<file path="src/core/pca_pkg.sv">
// Purpose: Shared constants and types for the pad configuration and port A block
// Assumes: 40 MHz system clock, AHB-Lite register access, 8-bit registers in 32-bit words
// Notes: Register offsets are byte addresses on the bus

package pca_pkg;

   ////////////////////////////////////////////////////////////////////////////////
   // Register map (byte addresses, low eight bits of haddr)
   localparam logic [7:0] OFF_WDT = 8'h00;
   localparam logic [7:0] OFF_SH_T1L = 8'h04;
   localparam logic [7:0] OFF_SH_T1H = 8'h08;
   localparam logic [7:0] OFF_SH_T1C = 8'h0C;
   localparam logic [7:0] OFF_SH_T2 = 8'h10;
   localparam logic [7:0] OFF_ANA = 8'h14;
   localparam logic [7:0] OFF_DIR = 8'h18;
   localparam logic [7:0] OFF_LAT = 8'h1C;
   localparam logic [7:0] OFF_PINS = 8'h20;
   localparam logic [7:0] OFF_OSC = 8'h24;

   // Register identities after decode
   localparam logic [3:0] RID_NONE = 4'h0;
   localparam logic [3:0] RID_WDT = 4'h1;
   localparam logic [3:0] RID_OD1 = 4'h2;
   localparam logic [3:0] RID_OD2 = 4'h3;
   localparam logic [3:0] RID_OD3 = 4'h4;
   localparam logic [3:0] RID_PAD = 4'h5;
   localparam logic [3:0] RID_T1L = 4'h6;
   localparam logic [3:0] RID_T1H = 4'h7;
   localparam logic [3:0] RID_T1C = 4'h8;
   localparam logic [3:0] RID_T2 = 4'h9;
   localparam logic [3:0] RID_ANA = 4'hA;
   localparam logic [3:0] RID_DIR = 4'hB;
   localparam logic [3:0] RID_LAT = 4'hC;
   localparam logic [3:0] RID_PINS = 4'hD;
   localparam logic [3:0] RID_OSC = 4'hE;

   ////////////////////////////////////////////////////////////////////////////////
   // Field layout
   localparam int WDT_SEL_BIT = 4;
   localparam int OD1_W = 5;
   localparam int OD2_W = 2;
   localparam int OD3_W = 2;
   localparam int PAD_TTL_BIT = 0;
   localparam int ANA_W = 5;
   localparam int OSC_W = 3;
   localparam int OSC_EXT_BIT = 2;
   localparam int PER_N = OD1_W + OD2_W + OD3_W;
   localparam int PA_W = 8;

   // Reset values
   localparam logic [7:0] RST_OD = 8'h00;
   localparam logic [7:0] RST_TMR = 8'h00;
   localparam logic [7:0] RST_DIR = 8'hFF;
   localparam logic [7:0] RST_LAT = 8'h00;
   localparam logic [ANA_W-1:0] RST_ANA = 5'h00;
   localparam logic [OSC_W-1:0] RST_OSC = 3'h0;
   localparam logic [7:0] SCHMITT_PINS = 8'h10;

   // Oscillator codes with internal source
   localparam logic [OSC_W-1:0] OSC_PLL_CLKOUT = 3'h3;
   localparam logic [OSC_W-1:0] OSC_PLL_IO = 3'h2;
   localparam logic [OSC_W-1:0] OSC_INT_CLKOUT = 3'h1;
   localparam logic [OSC_W-1:0] OSC_INT_IO = 3'h0;

   // Divided clock output: system clock over four, toggles every half period
   localparam int DIVIDED_CLOCK_OUT_DIV = 4;
   localparam logic [1:0] DIVIDED_CLOCK_OUT_HALF = 2'(DIVIDED_CLOCK_OUT_DIV / 2 - 1);

   // Bus slave sequencing
   typedef enum logic [2:0] {
      BUS_IDLE = 3'b001,
      BUS_WR = 3'b010,
      BUS_RD = 3'b100
   } pca_bus_t;

   // Analog-capable pins: bit set in the config means digital
   function automatic logic [7:0] pca_analog_mask(input logic [ANA_W-1:0] dig);
      pca_analog_mask = {2'b00, ~dig[4], 1'b0, ~dig[3:0]};
   endfunction : pca_analog_mask

endpackage : pca_pkg

</file>
<file path="src/core/pca_cfg_if.sv">
// Purpose: Carrier between the register core and the pad logic
// Assumes: All signals combinational within one clock
// Notes: cfg drives settings, port and od return pad controls
`timescale 1ns/1ps

interface pca_cfg_if;
   logic [pca_pkg::PA_W-1:0] dir;
   logic [pca_pkg::PA_W-1:0] lat;
   logic [pca_pkg::PA_W-1:0] pins_in;
   logic [pca_pkg::ANA_W-1:0] ana_dig;
   logic [pca_pkg::OSC_W-1:0] osc;
   logic divided_clock_out;
   logic [pca_pkg::PA_W-1:0] pa_out;
   logic [pca_pkg::PA_W-1:0] pa_oe_n;
   logic [pca_pkg::PA_W-1:0] pa_analog;
   logic [pca_pkg::PA_W-1:0] io_mask;
   logic [pca_pkg::PA_W-1:0] pins_rd;
   logic [pca_pkg::PER_N-1:0] od_en;
   logic [pca_pkg::PER_N-1:0] per_data;
   logic [pca_pkg::PER_N-1:0] per_drive;
   logic [pca_pkg::PER_N-1:0] per_out;
   logic [pca_pkg::PER_N-1:0] per_oe_n;

   modport cfg (output dir, lat, pins_in, ana_dig, osc, divided_clock_out, od_en, per_data, per_drive,
      input pa_out, pa_oe_n, pa_analog, io_mask, pins_rd, per_out, per_oe_n);
   modport port (input dir, lat, pins_in, ana_dig, osc, divided_clock_out,
      output pa_out, pa_oe_n, pa_analog, io_mask, pins_rd);
   modport od (input od_en, per_data, per_drive, output per_out, per_oe_n);
endinterface : pca_cfg_if

</file>
<file path="src/core/pca_top.sv">
// Purpose: Pad configuration registers and port A behind an AHB-Lite slave
// Assumes: Single 40 MHz clock, synchronous active-high reset, word transfers
// Notes: Reads take one wait state, writes none; outputs registered except the constant hresp and pa_schmitt_en
//
// Functional notes
// RULE1 - Open-drain only when peripheral enable set
// RULE2 - First register: capture/PWM enables bits 4-0
// RULE3 - Second register: UART transmit enables bits 1-0
// RULE4 - Third register: SPI data out enables 1-0
// RULE5 - Unimplemented bits read zero, ignore writes
// RULE6 - Implemented bits read/write, reset to zero
// RULE7 - Open-drain registers share timer one addresses
// RULE8 - Pad config shares timer two count address
// RULE9 - Pad bit 0 selects TTL parallel inputs
// RULE10 - Port A eight bits, fewer with oscillator
// RULE11 - Analog config bits pick analog or digital
// RULE12 - Reset: analog pins read zero, pin4 digital
// RULE13 - Pin 4 Schmitt, others TTL push-pull
// RULE14 - Direction still controls analog pins
// RULE15 - External oscillator hides pins six, seven
// RULE16 - Internal oscillator codes pick upper pin use
// RULE17 - Pin six outputs clock over four
// RULE18 - Upper pin bits defined only as I/O
// RULE19 - External pull-up needed for open drain
// RULE20 - Direction one is input, zero drives latch
// RULE21 - Port read gives pins, write hits latch
// RULE22 - Open drain pulls low, releases for one
`timescale 1ns/1ps

module pca_top (
   input wire logic clk,
   input wire logic rst,
   input wire logic hsel,
   input wire logic [31:0] haddr,
   input wire logic [1:0] htrans,
   input wire logic hwrite,
   input wire logic [2:0] hsize,
   input wire logic [31:0] hwdata,
   input wire logic hready,
   output logic hreadyout,
   output logic hresp,
   output logic [31:0] hrdata,
   input wire logic [7:0] pa_in,
   output logic [7:0] pa_out,
   output logic [7:0] pa_oe_n,
   output logic [7:0] pa_analog_en,
   output logic [7:0] pa_schmitt_en,
   input wire logic [8:0] per_data,
   input wire logic [8:0] per_drive,
   output logic [8:0] per_pad_out,
   output logic [8:0] per_pad_oe_n,
   output logic pmp_ttl_sel
);

   ////////////////////////////////////////////////////////////////////////////////
   // State

   typedef struct packed {
      pca_pkg::pca_bus_t bus;
      logic [7:0] ph_addr;
      logic shared_sel;
      logic [pca_pkg::OD1_W-1:0] od1;
      logic [pca_pkg::OD2_W-1:0] od2;
      logic [pca_pkg::OD3_W-1:0] od3;
      logic pad_ttl;
      logic [7:0] t1l;
      logic [7:0] t1h;
      logic [7:0] t1c;
      logic [7:0] t2;
      logic [pca_pkg::ANA_W-1:0] ana_dig;
      logic [7:0] dir;
      logic [7:0] lat;
      logic [pca_pkg::OSC_W-1:0] osc;
      logic [1:0] div_cnt;
      logic divided_clock_out;
      logic hready;
      logic [31:0] hrdata;
      logic [7:0] pa_out;
      logic [7:0] pa_oe_n;
      logic [7:0] pa_analog;
      logic [8:0] per_out;
      logic [8:0] per_oe_n;
   } pca_state_t;

   pca_state_t st_reg;
   pca_state_t st_next;

   pca_cfg_if cfg_if ();

   ////////////////////////////////////////////////////////////////////////////////
   // Address decode, used for both the write and the read path

   function automatic logic [3:0] pca_decode(input logic [7:0] addr, input logic sel);
      logic [3:0] id;
      id = pca_pkg::RID_NONE;
      case (addr)
         pca_pkg::OFF_WDT: id = pca_pkg::RID_WDT;
         pca_pkg::OFF_SH_T1L: id = sel ? pca_pkg::RID_OD1 : pca_pkg::RID_T1L; // RULE7
         pca_pkg::OFF_SH_T1H: id = sel ? pca_pkg::RID_OD2 : pca_pkg::RID_T1H; // RULE7
         pca_pkg::OFF_SH_T1C: id = sel ? pca_pkg::RID_OD3 : pca_pkg::RID_T1C; // RULE7
         pca_pkg::OFF_SH_T2: id = sel ? pca_pkg::RID_PAD : pca_pkg::RID_T2; // RULE8
         pca_pkg::OFF_ANA: id = pca_pkg::RID_ANA;
         pca_pkg::OFF_DIR: id = pca_pkg::RID_DIR;
         pca_pkg::OFF_LAT: id = pca_pkg::RID_LAT;
         pca_pkg::OFF_PINS: id = pca_pkg::RID_PINS;
         pca_pkg::OFF_OSC: id = pca_pkg::RID_OSC;
         default: id = pca_pkg::RID_NONE;
      endcase
      return id;
   endfunction : pca_decode

   ////////////////////////////////////////////////////////////////////////////////
   // Pad logic

   assign cfg_if.dir = st_reg.dir;
   assign cfg_if.lat = st_reg.lat;
   assign cfg_if.pins_in = pa_in;
   assign cfg_if.ana_dig = st_reg.ana_dig;
   assign cfg_if.osc = st_reg.osc;
   assign cfg_if.divided_clock_out = st_reg.divided_clock_out;
   assign cfg_if.od_en = {st_reg.od3, st_reg.od2, st_reg.od1};
   assign cfg_if.per_data = per_data;
   assign cfg_if.per_drive = per_drive;

   pca_port_a u_port_a (
      .bus(cfg_if.port)
   );

   pca_od_pad u_od_pad (
      .bus(cfg_if.od)
   );

   ////////////////////////////////////////////////////////////////////////////////
   // Next state

   logic addr_phase;
   logic [3:0] wr_id;
   logic [3:0] rd_id;
   logic [7:0] rd_byte;
   logic [7:0] wdata;

   always_comb begin
      st_next = st_reg;
      addr_phase = hsel && htrans[1] && hready;
      wdata = hwdata[7:0];
      wr_id = pca_decode(st_reg.ph_addr, st_reg.shared_sel);
      rd_id = wr_id;
      rd_byte = 8'h00;

      // Fosc/4 from the system clock
      if (st_reg.div_cnt == pca_pkg::DIVIDED_CLOCK_OUT_HALF) begin // RULE17
         st_next.div_cnt = 2'h0;
         st_next.divided_clock_out = ~st_reg.divided_clock_out;
      end else begin
         st_next.div_cnt = st_reg.div_cnt + 2'h1;
      end

      // Write data phase; narrow fields drop the upper bits
      if (st_reg.bus == pca_pkg::BUS_WR) begin
         case (wr_id)
            pca_pkg::RID_WDT: st_next.shared_sel = wdata[pca_pkg::WDT_SEL_BIT];
            pca_pkg::RID_OD1: st_next.od1 = wdata[pca_pkg::OD1_W-1:0]; // RULE2 RULE5 RULE6
            pca_pkg::RID_OD2: st_next.od2 = wdata[pca_pkg::OD2_W-1:0]; // RULE3 RULE5 RULE6
            pca_pkg::RID_OD3: st_next.od3 = wdata[pca_pkg::OD3_W-1:0]; // RULE4 RULE5 RULE6
            pca_pkg::RID_PAD: st_next.pad_ttl = wdata[pca_pkg::PAD_TTL_BIT]; // RULE9 RULE5
            pca_pkg::RID_T1L: st_next.t1l = wdata;
            pca_pkg::RID_T1H: st_next.t1h = wdata;
            pca_pkg::RID_T1C: st_next.t1c = wdata;
            pca_pkg::RID_T2: st_next.t2 = wdata;
            pca_pkg::RID_ANA: st_next.ana_dig = wdata[pca_pkg::ANA_W-1:0]; // RULE11
            pca_pkg::RID_DIR: st_next.dir = wdata;
            pca_pkg::RID_LAT: st_next.lat = wdata;
            pca_pkg::RID_PINS: st_next.lat = wdata; // RULE21
            pca_pkg::RID_OSC: st_next.osc = wdata[pca_pkg::OSC_W-1:0];
            default: st_next.lat = st_reg.lat;
         endcase
      end

      // Read data; upper pin bits masked while they are not I/O
      case (rd_id)
         pca_pkg::RID_WDT: rd_byte = 8'(st_reg.shared_sel) << pca_pkg::WDT_SEL_BIT;
         pca_pkg::RID_OD1: rd_byte = {3'h0, st_reg.od1}; // RULE2 RULE5
         pca_pkg::RID_OD2: rd_byte = {6'h00, st_reg.od2}; // RULE3 RULE5
         pca_pkg::RID_OD3: rd_byte = {6'h00, st_reg.od3}; // RULE4 RULE5
         pca_pkg::RID_PAD: rd_byte = {7'h00, st_reg.pad_ttl}; // RULE5 RULE9
         pca_pkg::RID_T1L: rd_byte = st_reg.t1l;
         pca_pkg::RID_T1H: rd_byte = st_reg.t1h;
         pca_pkg::RID_T1C: rd_byte = st_reg.t1c;
         pca_pkg::RID_T2: rd_byte = st_reg.t2;
         pca_pkg::RID_ANA: rd_byte = {3'h0, st_reg.ana_dig};
         pca_pkg::RID_DIR: rd_byte = st_reg.dir & cfg_if.io_mask; // RULE15 RULE18
         pca_pkg::RID_LAT: rd_byte = st_reg.lat & cfg_if.io_mask; // RULE15 RULE18
         pca_pkg::RID_PINS: rd_byte = cfg_if.pins_rd; // RULE21 RULE12
         pca_pkg::RID_OSC: rd_byte = {5'h00, st_reg.osc};
         default: rd_byte = 8'h00;
      endcase

      // Bus sequencing: reads wait one cycle so a preceding write is visible
      st_next.hready = 1'b1;
      case (st_reg.bus)
         pca_pkg::BUS_RD: begin
            st_next.hrdata = {24'h000000, rd_byte};
            st_next.bus = pca_pkg::BUS_IDLE;
         end
         pca_pkg::BUS_IDLE,
         pca_pkg::BUS_WR: begin
            st_next.bus = pca_pkg::BUS_IDLE;
            if (addr_phase) begin
               st_next.ph_addr = haddr[7:0];
               if (hwrite) begin
                  st_next.bus = pca_pkg::BUS_WR;
               end else begin
                  st_next.bus = pca_pkg::BUS_RD;
                  st_next.hready = 1'b0;
               end
            end
         end
         default: st_next.bus = pca_pkg::BUS_IDLE;
      endcase

      // Pad outputs registered from the pad logic
      st_next.pa_out = cfg_if.pa_out;
      st_next.pa_oe_n = cfg_if.pa_oe_n;
      st_next.pa_analog = cfg_if.pa_analog;
      st_next.per_out = cfg_if.per_out;
      st_next.per_oe_n = cfg_if.per_oe_n;
   end

   ////////////////////////////////////////////////////////////////////////////////
   // Registers

   always_ff @(posedge clk) begin
      if (rst) begin
         st_reg.bus <= pca_pkg::BUS_IDLE;
         st_reg.ph_addr <= 8'h00;
         st_reg.shared_sel <= 1'b0;
         st_reg.od1 <= pca_pkg::RST_OD[pca_pkg::OD1_W-1:0]; // RULE6
         st_reg.od2 <= pca_pkg::RST_OD[pca_pkg::OD2_W-1:0]; // RULE6
         st_reg.od3 <= pca_pkg::RST_OD[pca_pkg::OD3_W-1:0]; // RULE6
         st_reg.pad_ttl <= 1'b0; // RULE6 RULE9
         st_reg.t1l <= pca_pkg::RST_TMR;
         st_reg.t1h <= pca_pkg::RST_TMR;
         st_reg.t1c <= pca_pkg::RST_TMR;
         st_reg.t2 <= pca_pkg::RST_TMR;
         st_reg.ana_dig <= pca_pkg::RST_ANA; // RULE12
         st_reg.dir <= pca_pkg::RST_DIR; // RULE12
         st_reg.lat <= pca_pkg::RST_LAT;
         st_reg.osc <= pca_pkg::RST_OSC;
         st_reg.div_cnt <= 2'h0;
         st_reg.divided_clock_out <= 1'b0;
         st_reg.hready <= 1'b1;
         st_reg.hrdata <= 32'h00000000;
         st_reg.pa_out <= 8'h00;
         st_reg.pa_oe_n <= 8'hFF;
         st_reg.pa_analog <= 8'h2F;
         st_reg.per_out <= 9'h000;
         st_reg.per_oe_n <= 9'h1FF;
      end else begin
         st_reg <= st_next;
      end
   end

   ////////////////////////////////////////////////////////////////////////////////
   // Outputs

   assign hreadyout = st_reg.hready;
   assign hresp = 1'b0;
   assign hrdata = st_reg.hrdata;
   assign pa_out = st_reg.pa_out;
   assign pa_oe_n = st_reg.pa_oe_n;
   assign pa_analog_en = st_reg.pa_analog;
   assign pa_schmitt_en = pca_pkg::SCHMITT_PINS; // RULE13
   assign per_pad_out = st_reg.per_out;
   assign per_pad_oe_n = st_reg.per_oe_n;
   assign pmp_ttl_sel = st_reg.pad_ttl; // RULE9

endmodule : pca_top

</file>
<file path="src/core/pca_od_pad.sv">
// Purpose: Push-pull or open-drain drive for peripheral output pins
// Assumes: Peripherals give a data bit and a drive request per pin
// Notes: Output enable is active low
`timescale 1ns/1ps

module pca_od_pad (
   pca_cfg_if.od bus
);
   genvar i;
   generate
      for (i = 0; i < pca_pkg::PER_N; i++) begin : g_pin
         // Open drain never drives high; a one releases the line to the pull-up
         assign bus.per_out[i] = bus.od_en[i] ? 1'b0 : bus.per_data[i]; // RULE1 RULE22
         assign bus.per_oe_n[i] = ~bus.per_drive[i] |
            (bus.od_en[i] & bus.per_data[i]); // RULE1 RULE22
      end
   endgenerate
endmodule : pca_od_pad

</file>
<file path="src/core/pca_port_a.sv">
// Purpose: Port A pin direction, analog selection and oscillator pin takeover
// Assumes: Pin inputs synchronous to the clock
// Notes: Purely combinational; the top registers every result
`timescale 1ns/1ps

module pca_port_a (
   pca_cfg_if.port bus
);
   logic osc_int;
   logic pin6_io;
   logic pin7_io;
   logic divided_clock_out_on;

   assign osc_int = ~bus.osc[pca_pkg::OSC_EXT_BIT];
   assign pin6_io = osc_int &&
      (bus.osc == pca_pkg::OSC_INT_IO || bus.osc == pca_pkg::OSC_PLL_IO); // RULE16
   assign pin7_io = osc_int; // RULE15 RULE16
   assign divided_clock_out_on = osc_int && !pin6_io; // RULE17
   assign bus.io_mask = {pin7_io, pin6_io, 6'h3F}; // RULE10
   assign bus.pa_analog = pca_pkg::pca_analog_mask(bus.ana_dig); // RULE11

   // Analog pins and oscillator pins read low
   assign bus.pins_rd = bus.pins_in & bus.io_mask & ~bus.pa_analog; // RULE12 RULE18 RULE21

   genvar i;
   generate
      for (i = 0; i < pca_pkg::PA_W; i++) begin : g_pin
         if (i == 6) begin : g_divided_clock_out
            assign bus.pa_out[i] = divided_clock_out_on ? bus.divided_clock_out : bus.lat[i]; // RULE17
            assign bus.pa_oe_n[i] = divided_clock_out_on ? 1'b0 : (pin6_io ? bus.dir[i] : 1'b1);
         end else begin : g_io
            assign bus.pa_out[i] = bus.lat[i]; // RULE20
            // Direction still rules analog pins
            assign bus.pa_oe_n[i] = bus.io_mask[i] ? bus.dir[i] : 1'b1; // RULE14 RULE20
         end
      end
   endgenerate
endmodule : pca_port_a

</file>
<file path="config.mk">
export PLATFORM = sky130hd
export DESIGN_NAME = pca_top
export DESIGN_NICKNAME = d
export VERILOG_FILES = /design/src/core/pca_pkg.sv /design/src/core/pca_cfg_if.sv /design/src/core/pca_top.sv /design/src/core/pca_od_pad.sv /design/src/core/pca_port_a.sv
export SDC_FILE = /design/constraint.sdc
export NUM_CORES = 1
export LEC_CHECK = 0
export BUFFER_PORTS_ARGS = -buffer_cell sky130_fd_sc_hd__clkbuf_2
export CORE_ASPECT_RATIO = 1.5
export CORE_MARGIN = 5
export CORE_UTILIZATION = 52
export DETAILED_ROUTE_END_ITERATION = 12
export PLACE_DENSITY = 0.83
export SETUP_SLACK_MARGIN = 0.15
export SYNTH_ARGS = -nofsm -noshare
export SYNTH_HDL_FRONTEND = slang
export SYNTH_SLANG_ARGS = --single-unit
</file>
<file path="constraint.sdc">
create_clock -name clk -period 3 [get_ports clk]
set_clock_uncertainty 0.05 [all_clocks]
set_input_delay 0.3 -clock clk [delete_from_list [all_inputs] [get_ports clk]]
set_output_delay 0.3 -clock clk [all_outputs]
set_load 0.05 [all_outputs]
</file>
* Word-level counts from Yosys, hierarchy flattened
Cells that the tools add are included.
** Word-level totals
- Register bits after elaboration :: 132
- Input bits :: 100
- Output and inout port bits :: 85
- Logic and storage cells :: 148
** Cells by class
- $add $sub $neg :: 1
- Eq/ne operators :: 28
- Muxes and demuxes :: 11
- Bitwise gates (word level) :: 38
- Reduce and logical (&&, ||, !) cells :: 36
** Operator list (number)
- 8-bit one-hot mux with 14 select lines :: 1
- 4-bit one-hot mux with 10 select lines :: 1
- 8-bit bitwise AND :: 4
- 8-bit by 5-bit == test with 1-bit output (second input constant) :: 4
- 4-bit == test (second input constant) :: 7
- 2-bit AND reduction :: 14
- 2-bit OR reduction :: 13
- 4-bit by 3-bit == test with 1-bit output (second input constant) :: 4
- 8-bit by 4-bit == test with 1-bit output (second input constant) :: 2
- 8-bit by 6-bit == test with 1-bit output (second input constant) :: 2
- 1-bit inverter :: 14
- 1-bit bitwise AND :: 9
- 3-bit 2-to-1 mux :: 3
- 1-bit OR :: 9
- 4-bit by 2-bit == test with 1-bit output (second input constant) :: 2
- 8-bit by 3-bit == test with 1-bit output (second input constant) :: 1
- 8-bit logical NOT :: 1
- 4-bit 2-to-1 mux :: 2
- 6-bit inverter with 8-bit output :: 1
- 3-bit by 2-bit == test with 1-bit output (second input constant) :: 2
- 4-bit by 1-bit == test with 1-bit output (second input constant) :: 1
- 1-bit logical AND :: 4
- 1-bit 2-to-1 mux :: 4
- 4-bit inverter :: 1
- other kinds (8) :: 8

* Longest topological paths before layout
- Depth after elaboration :: 6
- Depth in mapped cells :: 9
- Mapped depth without buffers :: 6

* Hierarchy
A second synthesis with hierarchy kept.
** Unflattened totals
- Cell total of the unflattened synthesis :: 696
- Area, all modules :: 6523.8 um^2
** By module, submodules not included
- pca_top :: instances 1, cells an instance 632, area an instance 6068.3 um^2, seq. area each 2642.5 um^2
- pca_port_a :: instances 1, cells an instance 46, area an instance 309.0 um^2, seq. area each 0.0 um^2
- pca_od_pad :: instances 1, cells an instance 18, area an instance 146.4 um^2, seq. area each 0.0 um^2

* Worst setup path after synthesis
OpenSTA, ideal clock, no wires.
- Kind :: register to register
- Start :: register st_reg[152] (netlist bit)
- End :: register cfg_if.dir[0] (netlist name)
- Library setup time :: 0.120 ns
- Data arrival time :: 2.004 ns
- Data required time :: 2.830 ns
- Slack :: 0.827 ns
- Cell stages (with the launch flop) :: 8
- Buffers on the path :: 4
- Clock period less this slack :: 2.173 ns
- Path through :: dfxtp_1 -> buf_6 -> or4b_1 -> buf_4 -> or3_1 -> buf_6 -> buf_6 -> a211o_1
** On the way
- Word-level cells in the longest chain between the ends :: 4
- Elaborated cells between the ends (all ways) :: 13
- Those cells by class :: eq/ne: 10; mux: 1; reduce/logical: 2
** Ends and longest elaborated chain
- start, declared :: RTL line pca_top.sv:85 : pca_state_t st_reg;
- 8-bit by 6-bit == test with 1-bit output (tied with other cells) :: RTL line pca_top.sv:96 : case (addr)
- 4-bit one-hot mux with 10 select lines (*) :: RTL line pca_top.sv:96
- 4-bit == test (*) :: RTL line pca_top.sv:160 : case (wr_id)
- 2-bit AND reduction (no source line) (*)
Every way passes the cells marked *; elsewhere a longest branch is shown, timed or not.
A chain may end at the register's enable or synchronous reset.

* Worst setup path in the final report
- Start :: register st_reg[149] (netlist bit)
- End :: register st_reg[130] (netlist bit)
** On the way
- Word-level cells in the longest chain between the ends :: 4
- Elaborated cells between the ends (all ways) :: 13
- Those cells by class :: eq/ne: 10; mux: 1; reduce/logical: 2
** Ends and longest elaborated chain (RTL line)
- 8-bit by 6-bit == test with 1-bit output (tied with other cells) :: pca_top.sv:96
- 4-bit one-hot mux with 10 select lines (*) :: pca_top.sv:96
- 4-bit by 3-bit == test with 1-bit output (*) :: pca_top.sv:160
- 2-bit AND reduction (no source line) (*)
Marks and branches as above.

==> results.yml <==
power_and_ir_drop:
  p_per_area_nw_per_um2: 630
  power.share.clock: 0.512
  p_total_mw: 4.35
  internal-power_mw: 3.29
  power_frac_seq: 0.404
  ir_drop_uv: 440
  switchingPower_mw: 1.07
  combPwrFrac: 0.085
  sw_frac_of_total: 0.245
  p_leak_nw: 2.89
logic_synthesis:
  yosysSeqAreaShare: 0.422
  ys.warnings.count: 0
  syn_avg_cell_area_um2: 9.08
  yosysTopAreaCellShare: 0.422
  synth_edf_count: 0
  ys_top_cells_by_count: "129 x dfxtp_1, 86 x buf_4, 79 x nor2_1, 62 x mux2i_1, 57 x nand2_1"
  synth-seq-cells: 129
  synth_area_leaders: "dfxtp_1 42%, buf_4 11%, mux2i_1 10%"
  synth.distinct_cells: 69
  async_reset_ff_frac: 0
  synth_top_cell_by_area: "dfxtp_1"
  synth_cells: 674
  synth_area_um2: 6120
  yosysMostFrequentCell: "dfxtp_1"
  synth_top_flop_cell: "dfxtp_1"
sta:
  finalSetupViolCount: 0
  hold_viol: 0
  rsz0062_at_grt: "false"
  final.period_utilization: 0.904
  slew_headroom: 0.435
  setup-tns-final_ns: 0
  slew_viol_final: 0
  max_freq_ghz: 0.369
  worstMarginPinSlew_ns: 0.844
  fin_crit_ns: 2.71
cts:
  htree_levels: 4
  clk_path_buf_depth: 2
  cts_tree: "done"
  ctsRootBufferMaster: "clkbuf_16"
  clkSinkCount: 129
  clkTransAtPathRegs_ns: 0.06
  ctsResizeCount: 0
  clk_latency_ns: 0.42
  numCtsBuffers: 17
flow_run:
  cap_violations: 0
floorplanning:
  die_h_um: 143
  die_w_um: 98.6
  start_util: 0.531
  pin_count: 185
  fp.coreArea_um2: 11500
  rows: 48
  dieArea_um2: 14100
global_route:
  track_usage: 0.223
  grt-ovfl-total: 0
  antenna_found_initial: 0
  grt_max_degree: 66
  grt_pass1_wl_um: 24400
  grt_pass1_vias: 4714
placed_design:
  dp_hpwl_um: 11300
  numPortBuffers: 96
  placed_area_um2: 6180
  gp_congestion: 0.933
routing:
  postRouteAntennaNets: 0
  vias_per_cell: 5.44
  wl_per_cell_um: 17.7
  totalWireLength_um: 15600
  vias: 4788
  drt_first_pass_iters: 5
  drcViolationCount: 0
  first_iter_violations: 289
setup_path:
  cp.required_ns: 3.23
  worstPathMaxFanout: 13
  reg2reg_from: "st_reg[149]"
  crit_start: "st_reg[149]"
  cp.arrival_ns: 2.94
  crit_type: "reg2reg"
  cp-end-kind: "register"
  worstSetupStartpointType: "register"
cells_and_area:
  drive_above_1_share: 0.234
  fin_util: 0.599
  n_antenna_cell: 0
  nets: 818
  syn_to_final_growth_pct: 12.8
  largest_register_ffs: 46
  stdcell_area_um2: 6910
worst_hold_path:
  hp-class: "in2reg"
  worstHoldStart: "hwrite"
status:
  status: "complete, no violations"
-- final timing paths --
check                                  endpoint  slack (ns)  cells after the start
worst min-delay path                st_reg[155]        0.01                      2
worst max register to register      st_reg[130]        0.29                      6
worst min register to register  pa_analog_en[3]        0.37                      1
worst max-delay path                st_reg[130]        0.29                      6
-- stage by stage --
step / hold slack [ns] / setup WS (ns) / std cells
2_1_floorplan: 0.333 / 0.827 / 708
3_3_place_gp: 0.356 / 0.370 / 840
3_5_place_dp: 0.359 / 0.292 / 840
4_1_cts: 0.00224 / 0.307 / 880
5_1_grt: 0.0151 / 0.153 / 880
6_report: 0.0110 / 0.288 / 880
-- layout make-up --
cell class | instances | area (um2)
fillers | 992 | 4620
multi-input cells | 434 | 2740
clock inverters | 12 | 180
flip-flops and latches | 129 | 2580
clock buffers | 20 | 467
inverters | 15 | 56.3
repair buffers | 120 | 696
well taps | 150 | 188
-- power groups by stage --
stage                     sequential, mW  clock, mW  combinational, mW
final                               1.76       2.23              0.370
after global routing                1.76       2.33              0.391
after CTS                           1.76       2.26              0.367
after detailed placement            1.79          0              0.358
after global placement              1.79          0              0.353
after floorplan                     1.78          0              0.337
-- layout by cell type, fill, tap and decap left out, types with 5 or more instances in the layout --
master / netlist / routed
a211o_1: 10 / 10
a21oi_1: 25 / 25
a32oi_1: 5 / 5
buf_4: 86 / 16
clkbuf_16: 0 / 17
clkbuf_2: 0 / 95
conb_1: 2 / 36
dfxtp_1: 129 / 129
dlygate4sd3_1: 0 / 8
inv_1: 15 / 15
mux2i_1: 62 / 62
nand2_1: 57 / 57
nand2b_1: 7 / 7
nand3_1: 13 / 13
nand3b_1: 10 / 10
nand4_1: 10 / 10
nor2_1: 79 / 79
nor2b_1: 9 / 9
nor3_1: 7 / 7
nor3b_1: 11 / 11
o211ai_1: 5 / 5
o21ai_0: 10 / 10
or2_2: 7 / 7
or3_1: 6 / 6
-- timing repair --
item | in CTS | in global routing
setup buffers | 0 | 0
hold buffers | 8 | 0
hold endpoints to repair | 8 | 0
-- critical path, stage by stage, from the launching register on --
cell and delay [ns]:
dfxtp_1 0.65, or4b_1 0.74, nor2_4 0.22, o21ai_2 0.15, a21oi_4 0.45, mux2i_1 0.25
nor2_1 0.06
-- logic make-up (layout without fill, tap and decap cells) --
group | Yosys count | count (layout) | share of synthesized area
AO/OA/AOI/OAI | 83 | 83 | 0.0963
XOR/XNOR | 2 | 2 | 0.00286
adder cells (fa/ha/maj) | 1 | 1 | 0.00204
buffers and inverters | 145 | 167 | 0.152
flip-flops | 129 | 129 | 0.422
multiplexers | 66 | 66 | 0.109
other | 2 | 36 | 0.00123
AND/OR/NAND/NOR | 246 | 246 | 0.215
-- per-layer routing --
layer,part of all wire,track usage,vias up
met5,0,0,-
met4,0.044,0.128,0
met3,0.056,0.0489,41
met2,0.52,0.400,180
met1,0.38,0.241,2287
li1,-,-,2280
Note: power is estimated with default switching activity, not from simulation.
